--- src/logic/rcfg_defs.vh ---
// Constants for the rail configuration register bank and its serial port
`ifndef RCFG_DEFS_VH
`define RCFG_DEFS_VH
`define RCFG_DEV_ADDR 7'h3E
`define RCFG_OFS_POS 8'h00
`define RCFG_OFS_NEG 8'h01
`define RCFG_OFS_OPT 8'h03
`define RCFG_OFS_CTL 8'hFF
`define RCFG_CODE_MAX 5'h14
`define RCFG_OPT_CLASS 6
`define RCFG_OPT_JOINT 2
`define RCFG_OPT_PDIS 1
`define RCFG_OPT_NDIS 0
`define RCFG_CTL_COMMIT 7
`define RCFG_CTL_VIEW 0
`define RCFG_OPT_MASK 8'h47
`define RCFG_POS_RST 5'h0E
`define RCFG_NEG_RST 5'h0E
`define RCFG_OPT_RST 8'h03
`define RCFG_CLK_HZ 10000000
`define RCFG_COMMIT_MS 100
`define RCFG_COMMIT_CYC (`RCFG_CLK_HZ / 1000 * `RCFG_COMMIT_MS)
`define RCFG_LOAD_US 20
`define RCFG_LOAD_CYC (`RCFG_CLK_HZ / 1000000 * `RCFG_LOAD_US - 1)
`define RCFG_LOAD_LAST 5'h0F
`endif

--- src/logic/rcfg_regs.v ---
// Rail configuration register bank with two-wire slave port and store
`timescale 1ns/10ps
`include "rcfg_defs.vh"
// Summary of operation
// Answer only to seven-bit address 3E; last address bit gives direction.
// Direction 0 means master writes; direction 1 means device returns bytes.
// Same protocol at 100 kbps and 400 kbps.
// Start is data falling with clock high; stop is data rising.
// Master makes all clocks and conditions; device never drives clock.
// Eight data bits then one acknowledge bit, repeated freely.
// Receiver acknowledges: device on writes, master on reads.
// After stop, bus is free; wait for start plus own address.
// Non-volatile store and live store share the same addresses.
// At power-up copy stored values into live registers within 20 us.
// Master writes registers 0x00 to 0x03 before setting commit.
// Commit bit starts 100 ms copy of registers into store.
// Master should stay silent during the commit interval.
// Commit bit clears itself when the interval ends.
// Rail codes are five bits, 00h to 14h, 4.0 V plus 0.1 V steps.
// Register 0x03: class bit 6, joint bit 2, drains bits 1 and 0.
// Control at 0xFF: commit bit 7, store view bit 0, rest reserved.
// Reserved bits ignore writes and read as zero here.
// Reads of undefined addresses return 0x00.
// Joint switching: either enable turns both rails on.
// First write byte selects register, next bytes write it.
// Transfers to another address get no acknowledge and are ignored.
module rcfg_regs #(
  parameter COMMIT_CYC = `RCFG_COMMIT_CYC
) (
  // Clock and reset
  input wire clk_i,
  input wire rstn_i,
  // Two-wire bus pins
  input wire scl_i,
  input wire sda_i,
  output wire sda_o,
  output wire sda_oe_o,
  // Rail enable pins
  input wire pos_rail_on_i,
  input wire neg_rail_on_i,
  // Settings towards the analog section
  output wire [4:0] positive_rail_code_o,
  output wire [4:0] negative_rail_code_o,
  output wire load_class_select_o,
  output wire pos_rail_drain_en_o,
  output wire neg_rail_drain_en_o,
  output reg pos_rail_run_o,
  output reg neg_rail_run_o,
  output wire load_done_o,
  output wire commit_busy_o
);
  // ==========================================================
  // Pin synchronisers and edge detection
  // ==========================================================
  reg [1:0] scl_sync_reg, sda_sync_reg, enp_sync_reg, enn_sync_reg;
  reg scl_last_reg, sda_last_reg;
  wire scl_s = scl_sync_reg[1];
  wire sda_s = sda_sync_reg[1];
  wire scl_rise = scl_s & ~scl_last_reg;
  wire scl_fall = ~scl_s & scl_last_reg;
  wire start_det = scl_s & scl_last_reg & ~sda_s & sda_last_reg;
  wire stop_det = scl_s & scl_last_reg & sda_s & ~sda_last_reg;

  // Two flops per pin; only the second stage is looked at
  always @(posedge clk_i or negedge rstn_i) begin
    if (!rstn_i) begin
      scl_sync_reg <= 2'b11;
      sda_sync_reg <= 2'b11;
      enp_sync_reg <= 2'b00;
      enn_sync_reg <= 2'b00;
      scl_last_reg <= 1'b1;
      sda_last_reg <= 1'b1;
    end else begin
      scl_sync_reg <= {scl_sync_reg[0], scl_i};
      sda_sync_reg <= {sda_sync_reg[0], sda_i};
      enp_sync_reg <= {enp_sync_reg[0], pos_rail_on_i};
      enn_sync_reg <= {enn_sync_reg[0], neg_rail_on_i};
      scl_last_reg <= scl_s;
      sda_last_reg <= sda_s;
    end
  end

  // ==========================================================
  // Live store, power-up store and control
  // ==========================================================
  reg [4:0] pos_live_reg, neg_live_reg, pos_nv_reg, neg_nv_reg;
  reg [7:0] opt_live_reg, opt_nv_reg;
  reg commit_reg, view_reg, loaded_reg;
  reg [4:0] load_cnt_reg;
  reg [31:0] commit_cnt_reg;
  reg wr_stb;
  reg [7:0] wr_addr, wr_data;

  assign positive_rail_code_o = pos_live_reg;
  assign negative_rail_code_o = neg_live_reg;
  assign load_class_select_o = opt_live_reg[`RCFG_OPT_CLASS];
  assign pos_rail_drain_en_o = opt_live_reg[`RCFG_OPT_PDIS];
  assign neg_rail_drain_en_o = opt_live_reg[`RCFG_OPT_NDIS];
  assign load_done_o = loaded_reg;
  assign commit_busy_o = commit_reg;

  // Non-volatile cells hold defaults; only a commit changes them
  always @(posedge clk_i or negedge rstn_i) begin
    if (!rstn_i) begin
      pos_nv_reg <= `RCFG_POS_RST;
      neg_nv_reg <= `RCFG_NEG_RST;
      opt_nv_reg <= `RCFG_OPT_RST;
    end else if (commit_reg && commit_cnt_reg == 32'd0) begin
      pos_nv_reg <= pos_live_reg;
      neg_nv_reg <= neg_live_reg;
      opt_nv_reg <= opt_live_reg;
    end
  end

  // Power-up copy, then bus writes and commit timing
  always @(posedge clk_i or negedge rstn_i) begin
    if (!rstn_i) begin
      pos_live_reg <= 5'h00;
      neg_live_reg <= 5'h00;
      opt_live_reg <= 8'h00;
      loaded_reg <= 1'b0;
      load_cnt_reg <= 5'h00;
      commit_reg <= 1'b0;
      view_reg <= 1'b0;
      commit_cnt_reg <= 32'h0000_0000;
    end else if (!loaded_reg) begin
      // Copy happens at once; hold off the bus well inside 20 us
      pos_live_reg <= pos_nv_reg;
      neg_live_reg <= neg_nv_reg;
      opt_live_reg <= opt_nv_reg;
      load_cnt_reg <= load_cnt_reg + 5'h01;
      if (load_cnt_reg == `RCFG_LOAD_LAST)
        loaded_reg <= 1'b1;
    end else begin
      if (commit_reg) begin
        if (commit_cnt_reg == 32'd0)
          commit_reg <= 1'b0;
        else
          commit_cnt_reg <= commit_cnt_reg - 32'd1;
      end
      // Writes during commit are dropped to keep the cells consistent
      if (wr_stb && !commit_reg) begin
        case (wr_addr)
          `RCFG_OFS_POS: if (wr_data[4:0] <= `RCFG_CODE_MAX)
            pos_live_reg <= wr_data[4:0];
          `RCFG_OFS_NEG: if (wr_data[4:0] <= `RCFG_CODE_MAX)
            neg_live_reg <= wr_data[4:0];
          `RCFG_OFS_OPT:
            opt_live_reg <= wr_data & `RCFG_OPT_MASK;
          `RCFG_OFS_CTL: begin
            view_reg <= wr_data[`RCFG_CTL_VIEW];
            if (wr_data[`RCFG_CTL_COMMIT]) begin
              commit_reg <= 1'b1;
              commit_cnt_reg <= COMMIT_CYC - 1;
            end
          end
          default: ;
        endcase
      end
    end
  end

  // Read mux; view bit picks live or stored copy
  reg [7:0] rd_data;
  always @* begin
    case (wr_addr)
      `RCFG_OFS_POS: rd_data = {3'b000, view_reg ? pos_nv_reg : pos_live_reg};
      `RCFG_OFS_NEG: rd_data = {3'b000, view_reg ? neg_nv_reg : neg_live_reg};
      `RCFG_OFS_OPT: rd_data = view_reg ? opt_nv_reg : opt_live_reg;
      `RCFG_OFS_CTL: rd_data = {commit_reg, 6'b00_0000, view_reg};
      default: rd_data = 8'h00;
    endcase
  end

  // Rail gating; joint mode ORs the two enables
  always @(posedge clk_i or negedge rstn_i) begin
    if (!rstn_i) begin
      pos_rail_run_o <= 1'b0;
      neg_rail_run_o <= 1'b0;
    end else if (opt_live_reg[`RCFG_OPT_JOINT]) begin
      pos_rail_run_o <= enp_sync_reg[1] | enn_sync_reg[1];
      neg_rail_run_o <= enp_sync_reg[1] | enn_sync_reg[1];
    end else begin
      pos_rail_run_o <= enp_sync_reg[1];
      neg_rail_run_o <= enn_sync_reg[1];
    end
  end

  // ==========================================================
  // Serial slave state machine
  // ==========================================================
  localparam ST_IDLE = 3'd0;
  localparam ST_ADDR = 3'd1;
  localparam ST_ACK = 3'd2;
  localparam ST_WBYTE = 3'd3;
  localparam ST_RBYTE = 3'd4;
  localparam ST_RACK = 3'd5;

  reg [2:0] state_reg;
  reg [3:0] bit_cnt_reg;
  reg [7:0] shift_reg;
  reg rw_reg, have_reg_reg, ack_drv_reg, sda_drv_reg;
  reg [7:0] ptr_reg;

  // Open drain: only low is ever driven; clock pin is input only
  assign sda_o = 1'b0;
  assign sda_oe_o = ack_drv_reg | sda_drv_reg;

  always @(posedge clk_i or negedge rstn_i) begin
    if (!rstn_i) begin
      state_reg <= ST_IDLE;
      bit_cnt_reg <= 4'h0;
      shift_reg <= 8'h00;
      rw_reg <= 1'b0;
      have_reg_reg <= 1'b0;
      ack_drv_reg <= 1'b0;
      sda_drv_reg <= 1'b0;
      ptr_reg <= 8'h00;
      wr_stb <= 1'b0;
      wr_addr <= 8'h00;
      wr_data <= 8'h00;
    end else begin
      wr_stb <= 1'b0;
      if (!loaded_reg || stop_det) begin
        state_reg <= ST_IDLE;
        ack_drv_reg <= 1'b0;
        sda_drv_reg <= 1'b0;
      end else if (start_det) begin
        state_reg <= ST_ADDR;
        bit_cnt_reg <= 4'h0;
        have_reg_reg <= 1'b0;
        ack_drv_reg <= 1'b0;
        sda_drv_reg <= 1'b0;
      end else begin
        case (state_reg)
          ST_IDLE: ;
          ST_ADDR, ST_WBYTE: begin
            if (scl_rise) begin
              shift_reg <= {shift_reg[6:0], sda_s};
              bit_cnt_reg <= bit_cnt_reg + 4'h1;
            end else if (scl_fall && bit_cnt_reg == 4'h8) begin
              bit_cnt_reg <= 4'h0;
              if (state_reg == ST_ADDR) begin
                if (shift_reg[7:1] == `RCFG_DEV_ADDR) begin
                  rw_reg <= shift_reg[0];
                  ack_drv_reg <= 1'b1;
                  state_reg <= ST_ACK;
                end else begin
                  state_reg <= ST_IDLE;
                end
              end else begin
                ack_drv_reg <= 1'b1;
                state_reg <= ST_ACK;
                if (!have_reg_reg) begin
                  ptr_reg <= shift_reg;
                  wr_addr <= shift_reg;
                  have_reg_reg <= 1'b1;
                end else begin
                  wr_stb <= 1'b1;
                  wr_addr <= ptr_reg;
                  wr_data <= shift_reg;
                end
              end
            end
          end
          ST_ACK: begin
            if (scl_fall) begin
              ack_drv_reg <= 1'b0;
              if (rw_reg) begin
                // Read pointer stays put; repeated reads return same byte
                wr_addr <= ptr_reg;
                state_reg <= ST_RBYTE;
                bit_cnt_reg <= 4'h0;
              end else begin
                state_reg <= ST_WBYTE;
              end
            end
          end
          ST_RBYTE: begin
            // Drive low for zero bits; data changes only while clock low
            if (bit_cnt_reg == 4'h0 && !scl_s && !sda_drv_reg &&
                !scl_rise) begin
              shift_reg <= rd_data;
              sda_drv_reg <= ~rd_data[7];
              bit_cnt_reg <= 4'h1;
            end else if (scl_fall) begin
              if (bit_cnt_reg == 4'h8) begin
                sda_drv_reg <= 1'b0;
                state_reg <= ST_RACK;
              end else begin
                sda_drv_reg <= ~shift_reg[6];
                shift_reg <= {shift_reg[6:0], 1'b0};
                bit_cnt_reg <= bit_cnt_reg + 4'h1;
              end
            end
          end
          ST_RACK: begin
            if (scl_rise) begin
              bit_cnt_reg <= 4'h0;
              state_reg <= sda_s ? ST_IDLE : ST_RBYTE;
            end
          end
          default: state_reg <= ST_IDLE;
        endcase
      end
    end
  end
endmodule // rcfg_regs

--- config.mk ---
export PLATFORM = sky130hd
export DESIGN_NAME = rcfg_regs
export DESIGN_NICKNAME = d
export VERILOG_FILES = /design/src/logic/rcfg_regs.v
export VERILOG_INCLUDE_DIRS = /design/src /design/src/logic
export SDC_FILE = /design/constraint.sdc
export NUM_CORES = 1
export LEC_CHECK = 0
export ABC_AREA = 1
export BUFFER_PORTS_ARGS = -buffer_cell sky130_fd_sc_hd__buf_4
export CAP_MARGIN = 20
export CORE_UTILIZATION = 38
export DETAILED_ROUTE_END_ITERATION = 16
export PLACE_DENSITY_LB_ADDON = 0.12
export SLEW_MARGIN = 0
export SYNTH_ARGS = -nofsm -noshare
export SYNTH_HDL_FRONTEND = slang
export SYNTH_SLANG_ARGS = --single-unit
export TNS_END_PERCENT = 30
--- constraint.sdc ---
create_clock -name clk_i -period 1.7 [get_ports clk_i]
set_clock_uncertainty 0.15 [all_clocks]
set_input_delay 0.17 -clock clk_i [delete_from_list [all_inputs] [get_ports clk_i]]
set_output_delay 0.17 -clock clk_i [all_outputs]
set_load 0.1 [all_outputs]
==> results.ini, run 1 <==
[status]
status = finished, violations left
violations = setup timing

[layout]
largest_reg_flops = 32
antennaDiodeCount = 0
layout-drive-gt1-share_pct = 37.3
stdcell_area_sq_um = 10100
nNetsFinal = 1124
multi_input_area_sq_um = 3880
fin_util_pct = 55.6
area_growth_pct = 41.6
fillers = 1682
register_area_sq_um = 3320
stdcell_count = 1354

[worst_setup_path]
worst-path-buf-inv = 4
path_max_fanout = 7
worstPathCellList = inv_2 > ha_4 > nand2_2 > nor2_2 > nand2_2 > nor2_4 > buf_6 > nor2_4 > buf_12 > buf_6 > nand3_2 > nand2_1 > nand3_1
criticalPathCategory = register to register
cp-startpoint = commit_cnt_reg[1]
slowest_delay_ps = 350
start_kind = register
cp.required_ps = 1840
crit_family = simple AND/OR/NAND/NOR gates
r2r_start = commit_cnt_reg[1]
crit_arrival_ps = 1960
slowest_stage = dfrtp_1
critPathCaptureType = register

[drt]
drt-total-wl_um = 19400
ant_nets = 0
routedWlPerCell_um = 14.3
vias = 6610
dr.pass1.iters = 7
drc = 0
drtIter0Drc = 450
viasPerCell = 4.88

[placement]
pre_cts_slack_ps = -409
dp_hpwl_um = 13100
port_buffers = 23
place_area_sq_um = 8520
post-place-cells = 1297
gp_congestion = 0.824

[power_and_ir_drop]
leakage_nw = 4.88
comb_power_share_pct = 12.3
p_int_mw = 6.31
peakVddDrop_mv = 0.720
swShare_pct = 25.7
clockPowerShare_pct = 48.6
total_switching_power_mw = 2.19
power.density_nw_per_um2 = 843
sequentialPowerShare_pct = 39.1

[grt]
grt-ovfl-total = 0
grt.total_usage_pct = 20.5
grt_start_max_net_pins = 35
grt_pass1_wl_um = 31400
antenna_found_initial = 0
grt_pass1_vias = 6247

[logic_synthesis]
ys.flop_type = dfrtp_1
synth-seq-area-share_pct = 46.2
yosys-mux-area-fraction_pct = 0.860
syn_avg_cell_area_sq_um = 7.54
netlist_area_sq_um = 7130
synth_fa_ha_area_share_pct = 1.05
ys_async_sr_fraction_pct = 100
synth_xor_area_share_pct = 0.614
yosys.area.top_type = dfrtp_1
synth-edff-count = 0
yosys-top-cells-area = dfrtp_1 41%, nand2_1 13%, nor2_1 7.3%
synthSimpleGateAreaFrac_pct = 31.6
synth_top_cell_area_share_pct = 41.1
yosysMostFrequentCell = nand2_1
yosysUniqueCellTypes = 44
synth_nets = 957
postSynthCellCount = 945
ys_seq_elements = 131
synth_compound_area_share_pct = 11.7
synth_warnings = 0
synth_top_family_by_area = simple AND/OR/NAND/NOR gates
synth_commonest_cells = 251 x nand2_1, 139 x nor2_1, 117 x dfrtp_1

[clocking]
cts_tree = done
cts_made_buffers = 17
clk_pin_slew_ps = 60
cts-root-buf = clkbuf_16
cts_buffer_depth = 2
worst_skew_pair.late_latency_ps = 420
cts_sinks = 131
cts_max_level = 4

[timing]
finalCriticalPeriod_ps = 1810
fmaxAchievable_ghz = 0.551
fin_setup_tns_ps = -4100
slew_viol_final = 0
setup_viol = 79
rsz0062_at_grt = yes
timing_hold_violations_final = 0
setup_slack_ps = -114
period_share_pct = 107

[floorplanning]
fp.dieArea_sq_um = 19300
initial_utilization_pct = 39.3
die_width_um = 139
core_sq_um = 18100
num_rows = 49
io_pins = 25
die_height_um = 139

[min_path]
hold_class = input port to asynchronous set/reset pin

[flow_run]
cap_violations = 0

[worst reg2reg max path: cells and delay by family (launching register included)]
family | cells | cell delay, ps
adders and majority gates | 1 | 150
buffers and inverters | 4 | 450
DFF | 1 | 350
and+or+nand+nor | 8 | 590
[power groups by stage]
| stage | registers [mW] | clock network [mW] | logic (mW) |
|---|---|---|---|
| global route | 3.34 | 4.34 | 1.15 |
| detailed placement | 3.37 | 0 | 0.863 |
| global placement | 3.37 | 0 | 0.855 |
| CTS | 3.32 | 4.21 | 0.964 |
| floorplan | 3.38 | 0 | 0.479 |
| finish | 3.33 | 4.13 | 1.05 |
[cell type report]
type / count / share of cell area, %
Timing Repair Buffer: 174 / 15.1
Inverter: 106 / 4.07
Clock buffer: 20 / 4.53
Tap cell: 229 / 2.84
Clock inverter: 12 / 2.02
Multi-Input combinational cell: 682 / 38.5
Sequential cell: 131 / 32.9
[worst paths after layout]
check                                          to  slack [ps]  cells after the start
worst max-delay path            commit_cnt_reg[5]        -110                     13
worst min-delay path                pos_nv_reg[0]          60                      2
worst max register to register  commit_cnt_reg[5]        -110                     13
worst min register to register    enp_sync_reg[1]         200                      0
max in group asynchronous            scl_last_reg         760                      3
min in group clk_i                enp_sync_reg[1]         200                      0
[what timing repair did]
item	4_1_cts	5_1_grt
buffers inserted	13	4
setup endpoints to repair	100	115
gates resized for setup	79	121
hold buffers	5	0
cloned	2	1
hold endpoints to repair	128	0
pin swaps	22	46
[layer usage]
layer  wire length (um)  vias up  part of all wire, %  GRT usage, %
li1                   -     3367                    -             -
met1               9530     3118                   49          29.1
met2               9030      108                   46          31.9
met3                588       17                  3.0          3.97
met4                261        0                  1.3          5.73
met5                  0        -                    0             0
[cell usage in the layout (no fill, tap or decap), types with 26 or more instances in the layout]
cell     instances
nor2_1          92
nor2_4          26
o21ai_1         29
inv_1           87
nand2_2         40
o21ai_0         61
nor2_2          36
dfrtp_1        103
nand3_1         41
nand2_1        216
buf_4          140
[through the flow]
stage / hold WS, ps / power [mW]
2_1_floorplan: -276 / 3.86
3_3_place_gp: -58.9 / 4.23
3_5_place_dp: -62.2 / 4.24
4_1_cts: 58.9 / 8.50
5_1_grt: 83.1 / 8.83
6_report: 60.9 / 8.50
[kinds of logic after synthesis]
logic type	Yosys count
xor gates and xnor gates	5
muxes	6
AOI/OAI and AO/OA	147
adders and majority gates	6
buffers and inverters	133
DFF	131
and+or+nand+nor	516
other	1
Note: power is estimated with default switching activity, not from simulation.
==> run 2: changes to the inputs <==
- CORE_MARGIN: default -> 2
- HOLD_SLACK_MARGIN: default -> 0.15
- REMOVE_ABC_BUFFERS: default -> 1
==> results.ini, run 2 (synthesis gave the netlist of run 1 again) <==
[status]
status = finished, violations left
violations = setup timing

[floorplanning]
die_height_um = 141
fp.dieArea_sq_um = 19900
io_pins = 25
num_rows = 50
die_width_um = 141
core_sq_um = 18600
initial_utilization_pct = 38.4

[timing]
finalCriticalPeriod_ps = 1790
setup_viol = 66
fmaxAchievable_ghz = 0.560
hold_ws_ps = 197
max_slew.worst_pin.slew_ps = 530
max_slew_margin_pct = 64.6
timing_hold_violations_final = 0
setup_slack_ps = -87.3
rsz0062_at_grt = yes
slew_viol_final = 0
period_share_pct = 105

[layout]
final_common_cell = nand2_1
stdcell_count = 1377
largest_reg_flops = 32
area_growth_pct = 44.9
nNetsFinal = 1142
multi_input_area_sq_um = 4030
layout_common_cells = 220 x nand2_1, 157 x buf_4, 117 x dfrtp_1, 93 x nor2_1, 85 x inv_1
fillers = 1709
stdcell_area_sq_um = 10300
antennaDiodeCount = 0
layout-drive-gt1-share_pct = 37.3
register_area_sq_um = 3300

[placement]
gp_congestion = 0.840
dp_hpwl_um = 13100
pre_cts_slack_ps = -421
place_area_sq_um = 8570
post-place-cells = 1311
port_buffers = 23

[clocking]
cts_max_level = 4
clk_pin_slew_ps = 60
cts_buffer_depth = 2
cts-root-buf = clkbuf_16
cts_tree = done
cts_made_buffers = 17
worst_skew_pair.late_latency_ps = 430
cts_sinks = 131

[drt]
drt-total-wl_um = 19400
vias = 6649
routedWlPerCell_um = 14.1
dr.pass1.iters = 5
ant_nets = 0
viasPerCell = 4.83
drc = 0
drtIter0Drc = 357

[worst_setup_path]
cp.required_ps = 1860
critPathCaptureType = register
path_max_fanout = 8
criticalPathCategory = register to register
crit_arrival_ps = 1950
start_kind = register

[power_and_ir_drop]
power.density_nw_per_um2 = 812
leakage_nw = 5.04
power_mw = 8.39
peakVddDrop_mv = 0.683

[grt]
grt-ovfl-total = 0
grt_pass1_wl_um = 32400
grt_pass1_vias = 6577
grt_start_max_net_pins = 44
antenna_found_initial = 0
grt.total_usage_pct = 20.3

[min_path]
hold_class = register to register

[flow_run]
cap_violations = 0

## run 2: area by class of cell
cell class | count | share of cell area, %
multi-input cells | 683 | 39.0
inverters | 106 | 4.00
repair buffers | 191 | 16.1
clock buffers | 19 | 4.29
well taps | 234 | 2.83
flip-flops and latches | 131 | 31.9
clock inverters | 13 | 1.91
## run 2: routing by layer
metal | part of all wire, % | track usage, % | vias to the layer above
met3 | 2.7 | 3.70 | 22
met5 | 0 | 0 | -
met4 | 1.3 | 6.42 | 0
met2 | 50 | 33.9 | 92
li1 | - | - | 3415
met1 | 46 | 26.8 | 3120
## run 2: worst paths after layout
kind	startpoint	to	slack, ps	cells past startpoint
hold reg to reg	enn_sync_reg[0]	enn_sync_reg[1]	200	0
hold / removal	enn_sync_reg[0]	enn_sync_reg[1]	200	0
setup reg to reg	bit_cnt_reg[0]	wr_data[0]	-90	10
setup / recovery	bit_cnt_reg[0]	wr_data[0]	-90	10
min in group asynchronous	rstn_i	load_cnt_reg[4]	630	3
max in group asynchronous	rstn_i	scl_last_reg	160	4
## run 2: report_power, final
part | internal [mW] | switching (mW) | leakage [nW] | total, mW
clock | 2.52 | 1.50 | 0.309 | 4.02
combinational | 0.401 | 0.629 | 2.98 | 1.03
sequential | 3.25 | 0.0849 | 1.74 | 3.33
## run 2: what timing repair did
| item | in CTS | in global routing |
|---|---|---|
| hold buffers | 6 | 0 |
| resized for setup | 139 | 95 |
| setup endpoints to repair | 103 | 118 |
| cloned | 3 | 0 |
| setup buffers | 15 | 10 |
| endpoints found under the hold margin | 135 | 0 |
| pin swaps | 42 | 43 |
## run 2: worst max-delay path: stages (launching register included)
cell	delay, ps
dfrtp_1	380
inv_2	80
ha_4	150
nand3_4	100
nor2_4	160
nand2_2	100
nor2_4	160
nand2_4	100
buf_12	190
nand2_4	50
o21ai_2	40
## run 2: through the flow
stage,TNS (ps),util (%)
after global placement,-17480,46.1
after global routing,-11860,55.6
final,-2170,55.6
after floorplan,-107320,-
after CTS,-1650,53.4
after detailed placement,-18090,46.1
==> run 3: changes to the inputs <==
- ABC_AREA: 1 -> default
- RECOVER_POWER: default -> 100
==> results.ini, run 3 <==
[layout]
area_growth_pct = 44.6
final_common_cell = buf_4
nNetsFinal = 866
layout_common_cells = 176 x buf_4, 117 x dfrtp_1, 49 x nor2_1, 41 x mux2i_1, 40 x a21oi_1
stdcell_count = 1092
largest_reg_flops = 32
fin_util_pct = 56.2
layout-drive-gt1-share_pct = 43.8
fillers = 1515
antennaDiodeCount = 0

[logic_synthesis]
synth_warnings = 0
postSynthCellCount = 633
synth_commonest_cells = 117 x dfrtp_1, 52 x nor2_1, 42 x a21oi_1
yosys-mux-area-fraction_pct = 14.0
synth_top_family_by_area = simple AND/OR/NAND/NOR gates
netlist_area_sq_um = 6750
yosysMostFrequentCell = dfrtp_1
synth-seq-area-share_pct = 48.9
yosys.area.top_type = dfrtp_1
ys_seq_elements = 131
synth_compound_area_share_pct = 14.1
synth_top_cell_area_share_pct = 43.4
ys.flop_type = dfrtp_1
synthSimpleGateAreaFrac_pct = 18.0
synth-edff-count = 0
synth_fa_ha_area_share_pct = 1.11
yosysUniqueCellTypes = 74
syn_avg_cell_area_sq_um = 10.7
synth_xor_area_share_pct = 0.649
yosys-top-cells-area = dfrtp_1 43%, mux2i_1 6.1%, dfstp_2 5.5%
ys_async_sr_fraction_pct = 100

[min_path]
min_path_cells = 0
hold_class = register to register
min_from = enp_sync_reg[0]
whs_endpoint = enp_sync_reg[1]

[timing]
max_slew_margin_pct = 54.7
fin_setup_tns_ps = -64460
setup_slack_ps = -926
max_slew.worst_pin.slew_ps = 679
setup_viol = 141
rsz0062_at_grt = yes
fmaxAchievable_ghz = 0.381
period_share_pct = 154
timing_hold_violations_final = 0
finalCriticalPeriod_ps = 2630
slew_viol_final = 0

[drt]
drtIter0Drc = 317
drc = 0
viasPerCell = 5.45
vias = 5954
dr.pass1.iters = 7
drt-total-wl_um = 18800
ant_nets = 0
routedWlPerCell_um = 17.2

[floorplanning]
num_rows = 48
fp.dieArea_sq_um = 18800
io_pins = 25
die_width_um = 137
die_height_um = 137
core_sq_um = 17400
initial_utilization_pct = 38.9

[clocking]
cts_tree = done
cts_max_level = 4
worst_skew_pair.late_latency_ps = 430
cts_sinks = 131
clk_pin_slew_ps = 60
cts_made_buffers = 17
cts-root-buf = clkbuf_16
cts_buffer_depth = 2

[flow_run]
cap_violations = 0

[placement]
dp_hpwl_um = 13200
port_buffers = 23
post-place-cells = 1040
gp_congestion = 0.883

[grt]
grt_start_max_net_pins = 44
grt_use_met3_pct = 4.38
grt_most_used_layer = met2
antenna_found_initial = 0
met1_usage_pct = 27.0
grt_pass1_wl_um = 30600
grt.total_usage_pct = 21.0
grt_pass1_vias = 5990
gr-usage-met2_pct = 34.7
grt-ovfl-total = 0

[worst_setup_path]
cp.required_ps = 1840
criticalPathCategory = register to register
crit_family = simple AND/OR/NAND/NOR gates
worstPathCellList = or4_4 > or4_4 > nor4_4 > buf_4 > nor3_2 > or3b_1
slowest_stage = or4_4
r2r_cells = 6
critPathCaptureType = register
reg2reg_to = commit_cnt_reg[16]
worst_path_most_repeated_cell = or4_4
crit_arrival_ps = 2770
path_max_fanout = 6
ff2ff_setup_slack_ps = -930
slowest_delay_ps = 540
r2r_start = commit_cnt_reg[19]
start_kind = register
worst-path-buf-inv = 1

[status]
status = finished, violations left
violations = setup timing

[power_and_ir_drop]
leakage_nw = 4.80
peakVddDrop_mv = 0.691
power_mw = 7.59
power.density_nw_per_um2 = 778

## run 3: cell count changes after synthesis, moves of 36 or more
cell,change
nand3_1,-50
nor2_1,-87
inv_1,-82
mux2i_1,+36
nand2_1,-218
o21ai_0,-52
## run 3: worst max-delay path by stage
stage                             from                  to  cells past startpoint
global route        commit_cnt_reg[19]  commit_cnt_reg[16]                      6
finish              commit_cnt_reg[19]  commit_cnt_reg[16]                      6
detailed placement      bit_cnt_reg[0]      bit_cnt_reg[3]                      7
floorplan                  load_done_o          wr_addr[0]                      3
CTS                 commit_cnt_reg[19]  commit_cnt_reg[16]                      6
global placement        bit_cnt_reg[0]      bit_cnt_reg[3]                      7
## run 3: kinds of logic after synthesis
group | count (synthesis)
adder cells (fa/ha/maj) | 6
other | 1
XOR/XNOR | 5
flip-flops | 131
AND/OR/NAND/NOR | 217
AO/OA/AOI/OAI | 140
buffers and inverters | 50
multiplexers | 83
## run 3: layer usage
layer	share of wire (%)	vias up	wire, um
li1	-	2822	-
met1	45	2970	8460
met2	49	120	9250
met3	3.3	42	628
met4	2.3	0	441
met5	0	-	0
## run 3: through the flow
stage / hold slack [ps] / area [sq um] / setup WS (ps)
floorplan: -276 / 6600 / -2140
global placement: -29.5 / 8570 / -886
detailed placement: -29.9 / 8570 / -955
CTS: 206 / 9500 / -904
global route: 208 / 9760 / -987
finish: 201 / 9760 / -926
## run 3: power breakdown
group          switching [mW]  total (mW)  internal, mW
logic                   0.393       0.752         0.359
registers              0.0621        3.27          3.21
clock network            1.51        3.57          2.06
total                    1.97        7.59          5.62
## run 3: final cells by class
class                           count  area (sq um)  area share [%]
Multi-Input combinational cell    452          3620            37.1
Sequential cell                   131          3300            33.8
Timing Repair Buffer              233          1920            19.6
Clock buffer                       18           429            4.40
Tap cell                          225           282            2.88
Clock inverter                     14           144            1.47
Inverter                           19          71.3           0.731
## run 3: timing repair
action	in CTS	in global routing
gates resized for setup	62	52
setup buffers	7	7
hold endpoints to repair	130	0
pin swaps	21	23
setup endpoints to repair	115	121
hold buffers	6	0
